==> config.mk <==
export PLATFORM = sky130hd
export DESIGN_NAME = pdr_clk_cfg
export DESIGN_NICKNAME = d
export VERILOG_FILES = /design/src/design/pdr_pkg.sv /design/src/design/pdr_clk_cfg.sv /design/src/design/pdr_ratio_map.sv
export SDC_FILE = /design/constraint.sdc
export NUM_CORES = 1
export LEC_CHECK = 0
export CAP_MARGIN = 0
export CORE_MARGIN = 4
export CORE_UTILIZATION = 56
export DETAILED_ROUTE_END_ITERATION = 10
export DONT_BUFFER_PORTS = 1
export GPL_TIMING_DRIVEN = 0
export MAX_ROUTING_LAYER = met4
export PLACE_DENSITY = 0.71
export SLEW_MARGIN = 20
export SYNTH_ARGS = -nofsm -noshare
export SYNTH_HDL_FRONTEND = slang
export SYNTH_SLANG_ARGS = --single-unit
==> constraint.sdc <==
create_clock -name mclk -period 9.1 [get_ports mclk]
set_clock_uncertainty 0.15 [all_clocks]
set_input_delay 1.82 -clock mclk [delete_from_list [all_inputs] [get_ports mclk]]
set_output_delay 1.82 -clock mclk [all_outputs]
set_load 0.1 [all_outputs]
==> src/design/pdr_pkg.sv <==
// Purpose: Shared constants for the PLL divider and RC trim configuration block
// Assumes: 32-bit AHB-Lite register bus, one word per register
// Notes: Offsets are byte addresses within the block's window
package pdr_pkg;
    // Register byte offsets
    localparam logic [7:0] PDR_OFS_CLOCK_DIVISOR_REGISTER = 8'h00;
    localparam logic [7:0] PDR_OFS_FBDIV = 8'h04;
    localparam logic [7:0] PDR_OFS_TRIM = 8'h08;

    // Clock divisor register field positions
    localparam int PDR_POS_ROI = 15;
    localparam int PDR_POS_DOZE_LO = 12;
    localparam int PDR_POS_DOZE_ENABLE = 11;
    localparam int PDR_POS_PRE_LO = 0;

    // Field widths
    localparam int PDR_W_PRE = 5;
    localparam int PDR_W_DOZE = 3;
    localparam int PDR_W_FB = 9;
    localparam int PDR_W_TRIM = 6;

    // Values after reset
    localparam logic [4:0] PDR_RST_PRE = 5'h00;
    localparam logic [2:0] PDR_RST_DOZE = 3'h3;
    localparam logic PDR_RST_DOZE_ENABLE = 1'b0;
    localparam logic PDR_RST_ROI = 1'b0;
    localparam logic [8:0] PDR_RST_FB = 9'h030;
    localparam logic [5:0] PDR_RST_TRIM = 6'h00;

    // Field codes offset to divide and multiply factors
    localparam logic [5:0] PDR_PRE_ADD = 6'h02;
    localparam logic [9:0] PDR_FB_ADD = 10'h002;
    // Trim step in thousandths of a percent
    localparam logic signed [11:0] PDR_TRIM_STEP = 12'sh02F;

    // AHB-Lite encodings
    localparam logic [1:0] PDR_HTRANS_NONSEQ = 2'h2;
    localparam logic [2:0] PDR_HSIZE_WORD = 3'h2;
endpackage

==> src/design/pdr_clk_cfg.sv <==
// Purpose: PLL prescale, feedback divisor, doze interlock and RC trim registers
// Assumes: AHB-Lite single word transfers, zero wait states, always OKAY
// Notes: Outputs are registered; they follow a write one cycle after its data phase
`timescale 1ns/100ps
`default_nettype none
module pdr_clk_cfg
    import pdr_pkg::*;
(
    input wire logic mclk,
    input wire logic rstn,
    input wire logic hsel,
    input wire logic [31:0] haddr,
    input wire logic [1:0] htrans,
    input wire logic hwrite,
    input wire logic [2:0] hsize,
    input wire logic [31:0] hwdata,
    input wire logic hready,
    output logic hreadyout,
    output logic hresp,
    output logic [31:0] hrdata,
    input wire logic irq_event,
    output logic [5:0] prescale_factor,
    output logic [9:0] pll_multiplier,
    output logic [5:0] rc_trim_value,
    output logic signed [11:0] rc_trim_dev,
    output logic [2:0] doze_ratio,
    output logic doze_enable
);
    // Register select decode, shared by read and write paths
    function automatic logic [1:0] reg_sel(input logic [31:0] a);
        logic [1:0] s;
        s = 2'h0;
        if (a[31:8] == 24'h000000) begin
            case (a[7:0])
                PDR_OFS_CLOCK_DIVISOR_REGISTER: s = 2'h1;
                PDR_OFS_FBDIV: s = 2'h2;
                PDR_OFS_TRIM: s = 2'h3;
                default: s = 2'h0;
            endcase
        end
        return s;
    endfunction

    // Bus address phase capture
    logic wr_pend_r, wr_pend_nxt;
    logic [1:0] wr_sel_r, wr_sel_nxt;
    logic [31:0] rdata_r, rdata_nxt;
    logic addr_ok;

    // Configuration fields
    logic [4:0] pre_r, pre_nxt;
    logic [2:0] doze_r, doze_nxt;
    logic doze_enable_r, doze_enable_nxt;
    logic roi_r, roi_nxt;
    logic [8:0] fb_r, fb_nxt;
    logic [5:0] trim_r, trim_nxt;

    // Registered divider controls
    logic [5:0] pre_fac_r;
    logic [9:0] fb_fac_r;
    logic signed [11:0] dev_r;
    logic [5:0] pre_fac_c;
    logic [9:0] fb_fac_c;
    logic signed [11:0] dev_c;

    assign addr_ok = hsel && hready && (htrans == PDR_HTRANS_NONSEQ) && (hsize == PDR_HSIZE_WORD);

    always_comb begin
        pre_nxt = pre_r;
        doze_nxt = doze_r;
        doze_enable_nxt = doze_enable_r;
        roi_nxt = roi_r;
        fb_nxt = fb_r;
        trim_nxt = trim_r;
        if (wr_pend_r) begin
            case (wr_sel_r)
                2'h1: begin
                    pre_nxt = hwdata[PDR_POS_PRE_LO +: PDR_W_PRE];
                    roi_nxt = hwdata[PDR_POS_ROI];
                    if (!doze_enable_r) begin
                        doze_nxt = hwdata[PDR_POS_DOZE_LO +: PDR_W_DOZE];
                    end
                    if (!hwdata[PDR_POS_DOZE_ENABLE]) begin
                        doze_enable_nxt = 1'b0;
                    end else if (doze_nxt != 3'h0) begin
                        doze_enable_nxt = 1'b1;
                    end
                end
                2'h2: fb_nxt = hwdata[PDR_W_FB-1:0];
                2'h3: trim_nxt = hwdata[PDR_W_TRIM-1:0];
                default: begin
                end
            endcase
        end
        // Wake event wins over a simultaneous software set
        if (irq_event && roi_r) begin
            doze_enable_nxt = 1'b0;
        end
    end

    always_comb begin
        wr_pend_nxt = addr_ok && hwrite;
        wr_sel_nxt = addr_ok ? reg_sel(haddr) : 2'h0;
        rdata_nxt = 32'h00000000;
        // Read mux uses next values so read-after-write returns fresh data
        if (addr_ok && !hwrite) begin
            case (reg_sel(haddr))
                2'h1: begin
                    rdata_nxt[PDR_POS_ROI] = roi_nxt;
                    rdata_nxt[PDR_POS_DOZE_LO +: PDR_W_DOZE] = doze_nxt;
                    rdata_nxt[PDR_POS_DOZE_ENABLE] = doze_enable_nxt;
                    rdata_nxt[PDR_POS_PRE_LO +: PDR_W_PRE] = pre_nxt;
                end
                2'h2: rdata_nxt[PDR_W_FB-1:0] = fb_nxt;
                2'h3: rdata_nxt[PDR_W_TRIM-1:0] = trim_nxt;
                default: rdata_nxt = 32'h00000000;
            endcase
        end
    end

    pdr_ratio_map u_map (
        .pre_field(pre_nxt),
        .fb_field(fb_nxt),
        .trim_field(trim_nxt),
        .pre_factor(pre_fac_c),
        .fb_factor(fb_fac_c),
        .trim_dev(dev_c)
    );

    always_ff @(posedge mclk) begin
        if (!rstn) begin
            wr_pend_r <= 1'b0;
            wr_sel_r <= 2'h0;
            rdata_r <= 32'h00000000;
            pre_r <= PDR_RST_PRE;
            doze_r <= PDR_RST_DOZE;
            doze_enable_r <= PDR_RST_DOZE_ENABLE;
            roi_r <= PDR_RST_ROI;
            fb_r <= PDR_RST_FB;
            trim_r <= PDR_RST_TRIM;
            pre_fac_r <= 6'({1'b0, PDR_RST_PRE}) + PDR_PRE_ADD;
            fb_fac_r <= 10'({1'b0, PDR_RST_FB}) + PDR_FB_ADD;
            dev_r <= 12'sh000;
        end else begin
            wr_pend_r <= wr_pend_nxt;
            wr_sel_r <= wr_sel_nxt;
            rdata_r <= rdata_nxt;
            pre_r <= pre_nxt;
            doze_r <= doze_nxt;
            doze_enable_r <= doze_enable_nxt;
            roi_r <= roi_nxt;
            fb_r <= fb_nxt;
            trim_r <= trim_nxt;
            pre_fac_r <= pre_fac_c;
            fb_fac_r <= fb_fac_c;
            dev_r <= dev_c;
        end
    end

    assign hreadyout = 1'b1;
    assign hresp = 1'b0;
    assign hrdata = rdata_r;
    assign prescale_factor = pre_fac_r;
    assign pll_multiplier = fb_fac_r;
    assign rc_trim_value = trim_r;
    assign rc_trim_dev = dev_r;
    assign doze_ratio = doze_r;
    assign doze_enable = doze_enable_r;

    property p_pre_factor;
        @(posedge mclk) disable iff (!rstn) prescale_factor == 6'({1'b0, pre_r}) + 6'h02;
    endproperty
    a_pre_factor: assert property (p_pre_factor) else $error("prescale factor mismatch");

    property p_doze_locked;
        @(posedge mclk) disable iff (!rstn) doze_enable_r |=> doze_r == $past(doze_r);
    endproperty
    a_doze_locked: assert property (p_doze_locked) else $error("doze ratio changed while enabled");

    property p_roi_clear;
        @(posedge mclk) disable iff (!rstn) (irq_event && roi_r) |=> !doze_enable_r;
    endproperty
    a_roi_clear: assert property (p_roi_clear) else $error("doze enable not cleared on interrupt");

    property p_doze_enable_needs_ratio;
        @(posedge mclk) disable iff (!rstn) $rose(doze_enable_r) |-> doze_r != 3'h0;
    endproperty
    a_doze_enable_needs_ratio: assert property (p_doze_enable_needs_ratio) else $error("doze enabled with zero ratio");

    property p_mult;
        @(posedge mclk) disable iff (!rstn) pll_multiplier == 10'({1'b0, fb_r}) + 10'h002;
    endproperty
    a_mult: assert property (p_mult) else $error("multiplier mismatch");

    property p_mult_reset;
        @(posedge mclk) !rstn |=> pll_multiplier == 10'h032;
    endproperty
    a_mult_reset: assert property (p_mult_reset) else $error("multiplier reset not 50");

    property p_trim_sign;
        @(posedge mclk) disable iff (!rstn)
            (trim_r == 6'h00) ? (rc_trim_dev == 12'sh000) :
            (trim_r[5] ? (rc_trim_dev < 12'sh000) : (rc_trim_dev > 12'sh000));
    endproperty
    a_trim_sign: assert property (p_trim_sign) else $error("trim deviation sign wrong");

    property p_trim_top;
        @(posedge mclk) disable iff (!rstn) trim_r == 6'h1F |-> rc_trim_dev == 12'sd1457;
    endproperty
    a_trim_top: assert property (p_trim_top) else $error("top trim deviation wrong");

    property p_trim_bottom;
        @(posedge mclk) disable iff (!rstn) trim_r == 6'h20 |-> rc_trim_dev == -12'sd1504;
    endproperty
    a_trim_bottom: assert property (p_trim_bottom) else $error("bottom trim deviation wrong");

    property p_fb_upper_zero;
        @(posedge mclk) disable iff (!rstn)
            (addr_ok && !hwrite && haddr == 32'({24'h000000, PDR_OFS_FBDIV})) |=> hrdata[31:9] == 23'h000000;
    endproperty
    a_fb_upper_zero: assert property (p_fb_upper_zero) else $error("feedback upper bits not zero");

    property p_fb_write;
        @(posedge mclk) disable iff (!rstn)
            (wr_pend_r && wr_sel_r == 2'h2) |=> pll_multiplier == 10'({1'b0, $past(hwdata[8:0])}) + 10'h002;
    endproperty
    a_fb_write: assert property (p_fb_write) else $error("feedback write not applied");

    c_doze_set: cover property (@(posedge mclk) disable iff (!rstn) $rose(doze_enable_r));
    c_roi_wake: cover property (@(posedge mclk) disable iff (!rstn) irq_event && roi_r && doze_enable_r);
    c_trim_neg: cover property (@(posedge mclk) disable iff (!rstn) trim_r == 6'h20);
    c_fb_max: cover property (@(posedge mclk) disable iff (!rstn) fb_r == 9'h1FF);
endmodule
`default_nettype wire

==> src/design/pdr_ratio_map.sv <==
// Purpose: Maps stored divider and trim fields to factor values
// Assumes: Purely combinational, registered by the caller
// Notes: Trim deviation is in thousandths of a percent
`timescale 1ns/100ps
`default_nettype none
module pdr_ratio_map
    import pdr_pkg::*;
(
    input wire logic [4:0] pre_field,
    input wire logic [8:0] fb_field,
    input wire logic [5:0] trim_field,
    output logic [5:0] pre_factor,
    output logic [9:0] fb_factor,
    output logic signed [11:0] trim_dev
);
    always_comb begin
        pre_factor = 6'({1'b0, pre_field}) + PDR_PRE_ADD;
        fb_factor = 10'({1'b0, fb_field}) + PDR_FB_ADD;
        trim_dev = 12'($signed(trim_field)) * PDR_TRIM_STEP;
    end
endmodule
`default_nettype wire

; Word-level counts from Yosys, hierarchy flattened
; Cells that the tools add are included.
; W data, S select, Z words.
[totals]
inputBits = 75
register_bits = 88
[op_classes]
mul = 1
n_eq_ne = 10
muxes = 23
add_sub_neg = 2
n_reduce_logical = 14
[ops]
columns = cell, n
row1 = $logic_not A24 Y1, 1
row2 = $mux W9, 2
row3 = $mux W3, 5
row4 = $pmux W5 S3, 1
row5 = $mul A6 B7 Y12 const B, 1
row6 = $mux W6, 2
row7 = $add A9 B2 Y10 const B, 1
row8 = $eq A2 B2 Y1 const B, 5
row9 = $mux W5, 2
row10 = $eq A8 B3 Y1 const B, 1
row11 = $eq A8 B4 Y1 const B, 1
row12 = $logic_not A8 Y1, 1
row13 = $mux W1, 7
row14 = $add A5 B2 Y6 const B, 1
row15 = $logic_and A1 B1 Y1, 6
row16 = $pmux W2 S3, 1
row17 = $reduce_and A3 Y1, 2
row18 = $eq A2 B1 Y1 const B, 2
row19 = $mux W2, 2
row20 = $reduce_and A2 Y1, 2
row21 = $eq A3 B2 Y1 const B, 1
row22 = $reduce_bool A3 Y1, 1
row23 = $pmux W1 S2, 1
row24 = $logic_not A1 Y1, 1

; Logic depth before layout (Yosys ltp)
[depth]
ltp_word = 9
ltp_mapped = 15

; Modules after synthesis
; Synthesis repeated with hierarchy kept, for this count alone.
[hier_totals]
cells_unflattened = 358
hier_area_um2 = 3590.9
[modules_own_cells]
columns = module, instances, cells_each, area_each_um2
row1 = pdr_clk_cfg, 1, 254, 2660.1
row2 = pdr_ratio_map, 1, 104, 930.9

; Worst setup path before layout
; No wires, ideal clock.
[synth_timing]
path_type = input to register
from = input port hwdata[2]
to = register dev_r[9], in the netlist rc_trim_dev[9]
path_slack_ns = 3.785
arrival_ns = 5.043
cell_stages = 12
required_ns = 8.828
path_cell_list = mux2_2 ha_1 ha_1 fa_1 inv_1 fa_1 inv_1 ha_1 a21o_1 a311oi_1 mux2i_1 a311o_1
[synth_via]
elab_chain_len = 3
[synth_lines]
columns = element, line_no
row1 = start: declaration, pdr_clk_cfg.sv:16  ; input wire logic [31:0] hwdata,
row2 = $mux W6, pdr_clk_cfg.sv:76  ; case (wr_sel_r)
row3 = $mux W6, pdr_clk_cfg.sv:75  ; if (wr_pend_r) begin
row4 = $mul A6 B7 Y12, pdr_ratio_map.sv:19  ; trim_dev = 12'($signed(trim_field)) * PDR_TRIM_STEP;
row5 = end signal: assignment, pdr_clk_cfg.sv:156  ; dev_r <= dev_c;
row6 = end: declaration, pdr_clk_cfg.sv:61  ; logic signed [11:0] dev_r;
; Every way passes these cells.
; A chain may end at the register's enable or synchronous reset.

; Worst setup path in the final report
[layout_timing]
from = input port hwdata[4]
to = register dev_r[9], in the netlist rc_trim_dev[9]
[layout_via]
elab_chain_len = 3
[layout_lines]
columns = element, line_no
row1 = $mux W6, pdr_clk_cfg.sv:76
row2 = $mux W6, pdr_clk_cfg.sv:75
row3 = via trim_nxt[4], pdr_clk_cfg.sv:56  ; logic [5:0] trim_r, trim_nxt;
row4 = $mul A6 B7 Y12, pdr_ratio_map.sv:19
; The timed path passes the listed nets, and every way through them passes these cells.

==> results.py <==
metrics = {
    "status": {
        "status": "completed",
    },
    "run": {
        "maxCapViolCount": 0,
    },
    "drt": {
        "vias": 2624,
        "drc": 0,
        "drtIter0Drc": 103,
        "post_drt_wl_per_cell_microns": 17.01,
        "via_per_inst": 5.571,
        "drt-pass1-iter-count": 4,
        "drt_wl_total_microns": 8014,
        "ant_nets": 0,
    },
    "final_layout": {
        "postLayoutCellArea_sq_um": 3988,
        "drive_above_1_share": 0.1726,
        "nFillCells": 547,
        "final_cell_count_no_fill": 471,
        "syn2layout_area_growth_pct": 10.05,
        "final_nets": 505,
        "diodes": 0,
    },
    "critical_path": {
        "critical_path.top_delay_family": "adder cells",
        "worst-r2r-setup-slack_ns": 4.31,
        "rr_startpoint": "rc_trim_value[4]",
        "r2r-end": "rc_trim_dev[9]",
        "cp.buffers_inverters": 3,
        "startpoint_type": "input port",
        "cp.arrival_ns": 5.26,
        "critical-path-max-stage-delay_ns": 0.56,
        "cp_max_fo": 7,
        "crit_required_ns": 9.18,
        "cp_cell_sequence": "mux2i_1 -> inv_1 -> ha_1 -> ha_1 -> fa_1 -> inv_1 -> fa_1 -> inv_1 -> ha_1 -> a21o_1 -> a311oi_1 -> mux2i_1 -> a311o_1",
        "critPathSlowestCell": "fa_1",
        "r2r_cells": 13,
        "cp-end-kind": "flop",
        "worstSetupPathType": "input port to flop",
    },
    "floorplan": {
        "dieArea_sq_um": 7822,
        "core-area_sq_um": 6314,
        "start_util": 0.5739,
        "ios": 147,
        "die_height_microns": 88.44,
        "num_rows": 29,
        "fp.dieW_microns": 88.44,
    },
    "power": {
        "pwr-share-clk": 0.419,
        "swShare": 0.2548,
        "cellInternalPower_mw": 0.4495,
        "p_switching_mw": 0.1537,
        "p_leak_nw": 1.960,
        "power_frac_comb": 0.095,
        "seqPwrFrac": 0.486,
        "ir_drop_uv": 136.0,
        "powerDensity_nw_per_um2": 151.3,
    },
    "synth": {
        "synth_area_leaders": "dfxtp_1, ha_1, mux2i_1, buf_4, fa_1",
        "ys_warn_count": 0,
        "synth-seq-cells": 67,
        "ys_seq_area_frac": 0.3702,
        "synth_area_sq_um": 3623,
        "synthCells": 362,
        "synth_edf_count": 0,
        "syn_area_per_cell_sq_um": 10.01,
        "yosys.area.top_type": "dfxtp_1",
        "ys.flop_type": "dfxtp_1",
        "synthArstFlopShare": 0,
        "yosysTopAreaCellShare": 0.3702,
        "yosysUniqueCellTypes": 57,
    },
    "timing": {
        "hold_viol": 0,
        "slew_headroom": 0.2988,
        "drv_slew": 0,
        "grt_setup_unrepaired": "no",
        "finalWorstSetupSlack_ns": 3.919,
        "tns_ns": 0,
        "period_needed_ns": 5.181,
        "setup_violations": 0,
        "max_freq_ghz": 0.1930,
        "tightestPinTransition_ns": 1.050,
        "fin_crit_sh": 0.5694,
    },
    "cts": {
        "cts_tree": "yes",
        "ctsLongestPathBuffers": 2,
        "cts_made_buffers": 9,
        "clkLatencyLatePin_ns": 0.34,
        "cts_max_level": 3,
        "cts.clk_slew.worst_paths_ns": 0.07,
        "cts.sinks": 67,
        "hold_buffers": 0,
        "ctsResizeCount": 0,
        "root_buffer": "clkbuf_8",
        "cts_setup_buffers": 0,
    },
    "hold_path": {
        "hold_class": "flop to flop",
        "worstHoldEndpoint": "fb_r[0]",
        "min_from": "fb_r[0]",
        "min_path_cells": 2,
    },
    "grt": {
        "grt_overflow_total": 0,
        "grt_pass1_vias": 2544,
        "grt_pass1_wl_microns": 12550,
        "antenna_found_initial": 0,
        "track_usage": 0.2196,
        "grt_max_degree": 11,
    },
    "placement": {
        "placed_cells": 457,
        "portBuffers": 0,
        "dpl_cell_area_sq_um": 3787,
        "hpwl_microns": 6126,
        "gp_congestion": 0.8307,
        "place_ws_ns": 3.544,
    },
}
[logic make-up after synthesis]
logic type | after synthesis | synth area share
flip-flops | 67 | 0.3702
buffers and inverters | 56 | 0.09565
adder cells (fa/ha/maj) | 39 | 0.1492
multiplexers | 37 | 0.1057
AO/OA/AOI/OAI | 34 | 0.07562
XOR/XNOR | 3 | 0.007253
AND/OR/NAND/NOR | 124 | 0.1944
other | 2 | 0.002073
[worst max-delay path by stage]
stage | from | endpoint | cells past startpoint
floorplan | hwdata[2] | rc_trim_dev[9] | 12
global placement | hwdata[3] | rc_trim_dev[9] | 14
detailed placement | hwdata[4] | rc_trim_dev[9] | 13
CTS | hwdata[4] | rc_trim_dev[9] | 13
global route | hwdata[4] | rc_trim_dev[9] | 13
finish | hwdata[4] | rc_trim_dev[9] | 13
[power groups by stage]
stage | combinational (mW) | clock (mW) | sequential [mW]
CTS | 0.0567 | 0.258 | 0.293
detailed placement | 0.0565 | 0 | 0.300
finish | 0.0571 | 0.253 | 0.293
global placement | 0.0564 | 0 | 0.300
global route | 0.0593 | 0.273 | 0.293
floorplan | 0.0530 | 0 | 0.300
[stage by stage]
step | power [mW] | hold slack, ns | utilization
after global routing | 0.6254 | 0.4072 | 0.6316
final | 0.6032 | 0.3848 | 0.6316
after global placement | 0.3562 | 0.3628 | 0.5999
after CTS | 0.6077 | 0.3890 | 0.6316
after detailed placement | 0.3563 | 0.3625 | 0.5999
after floorplan | 0.3528 | 0.3335 | -
[routing by layer]
| layer | wire [microns] | part of all wire | track usage | vias up |
|---|---|---|---|---|
| li1 | - | - | - | 1290 |
| met1 | 3215 | 0.40 | 0.2504 | 1228 |
| met2 | 4128 | 0.52 | 0.3691 | 92 |
| met3 | 513 | 0.064 | 0.05680 | 14 |
| met4 | 157 | 0.020 | 0.08379 | 0 |
| met5 | 0 | 0 | - | - |
[state kept, by name, summed over array words and instances (netlist names)]
signal and flops:
roi_r 1, pll_multiplier 9, pre_r 5, wr_sel_r 2, doze_enable 1, fb_r 9, doze_ratio 3, hrdata 14
wr_pend_r 1, rc_trim_dev 11, prescale_factor 5, rc_trim_value 6
[area by class of cell]
cell class                      instances  area [sq um]  share of cell area
Multi-Input combinational cell        257          2003              0.5024
Clock buffer                           12         165.2             0.04142
Clock inverter                          2         35.03            0.008786
Inverter                               22         95.09             0.02385
Buffer                                 34         251.5             0.06307
Tap cell                               77         96.34             0.02416
Sequential cell                        67          1341              0.3364
[cell usage after synthesis (4+ instances only)]
library cell	number
buf_4	26
inv_1	21
clkbuf_1	4
nand2b_1	4
ha_1	32
nand2_1	17
mux2_2	10
dfxtp_1	67
o21a_1	5
or4_1	5
nand3_1	5
nand3b_1	5
o21ai_0	5
mux2i_1	27
nor4_1	7
and2_1	12
nor3_1	18
fa_1	7
nor2_1	27
[worst reg2reg max path, delay by kind of cell, from the launching register on]
family                     cells  cell delay (ns)
DFF                            1             1.02
adders and majority gates      5             1.89
buffers and inverters          3             0.36
AOI/OAI and AO/OA              3             0.82
muxes                          2             0.42
[cells in the final DEF (no fill, tap or decap), drive strengths merged, types with 4 or more instances in the layout]
cell / instances
or3: 4
nor3: 18
clkbuf: 17
mux2i: 27
nand2b: 4
buf: 29
nand3b: 6
nand3: 6
fa: 7
nor2: 27
inv: 21
nand2: 17
and2: 12
a311oi: 4
nor4: 10
o21ai: 5
o21a: 5
dfxtp: 67
conb: 20
ha: 32
or4: 5
mux2: 10
Power figures use the tool's default switching activity.
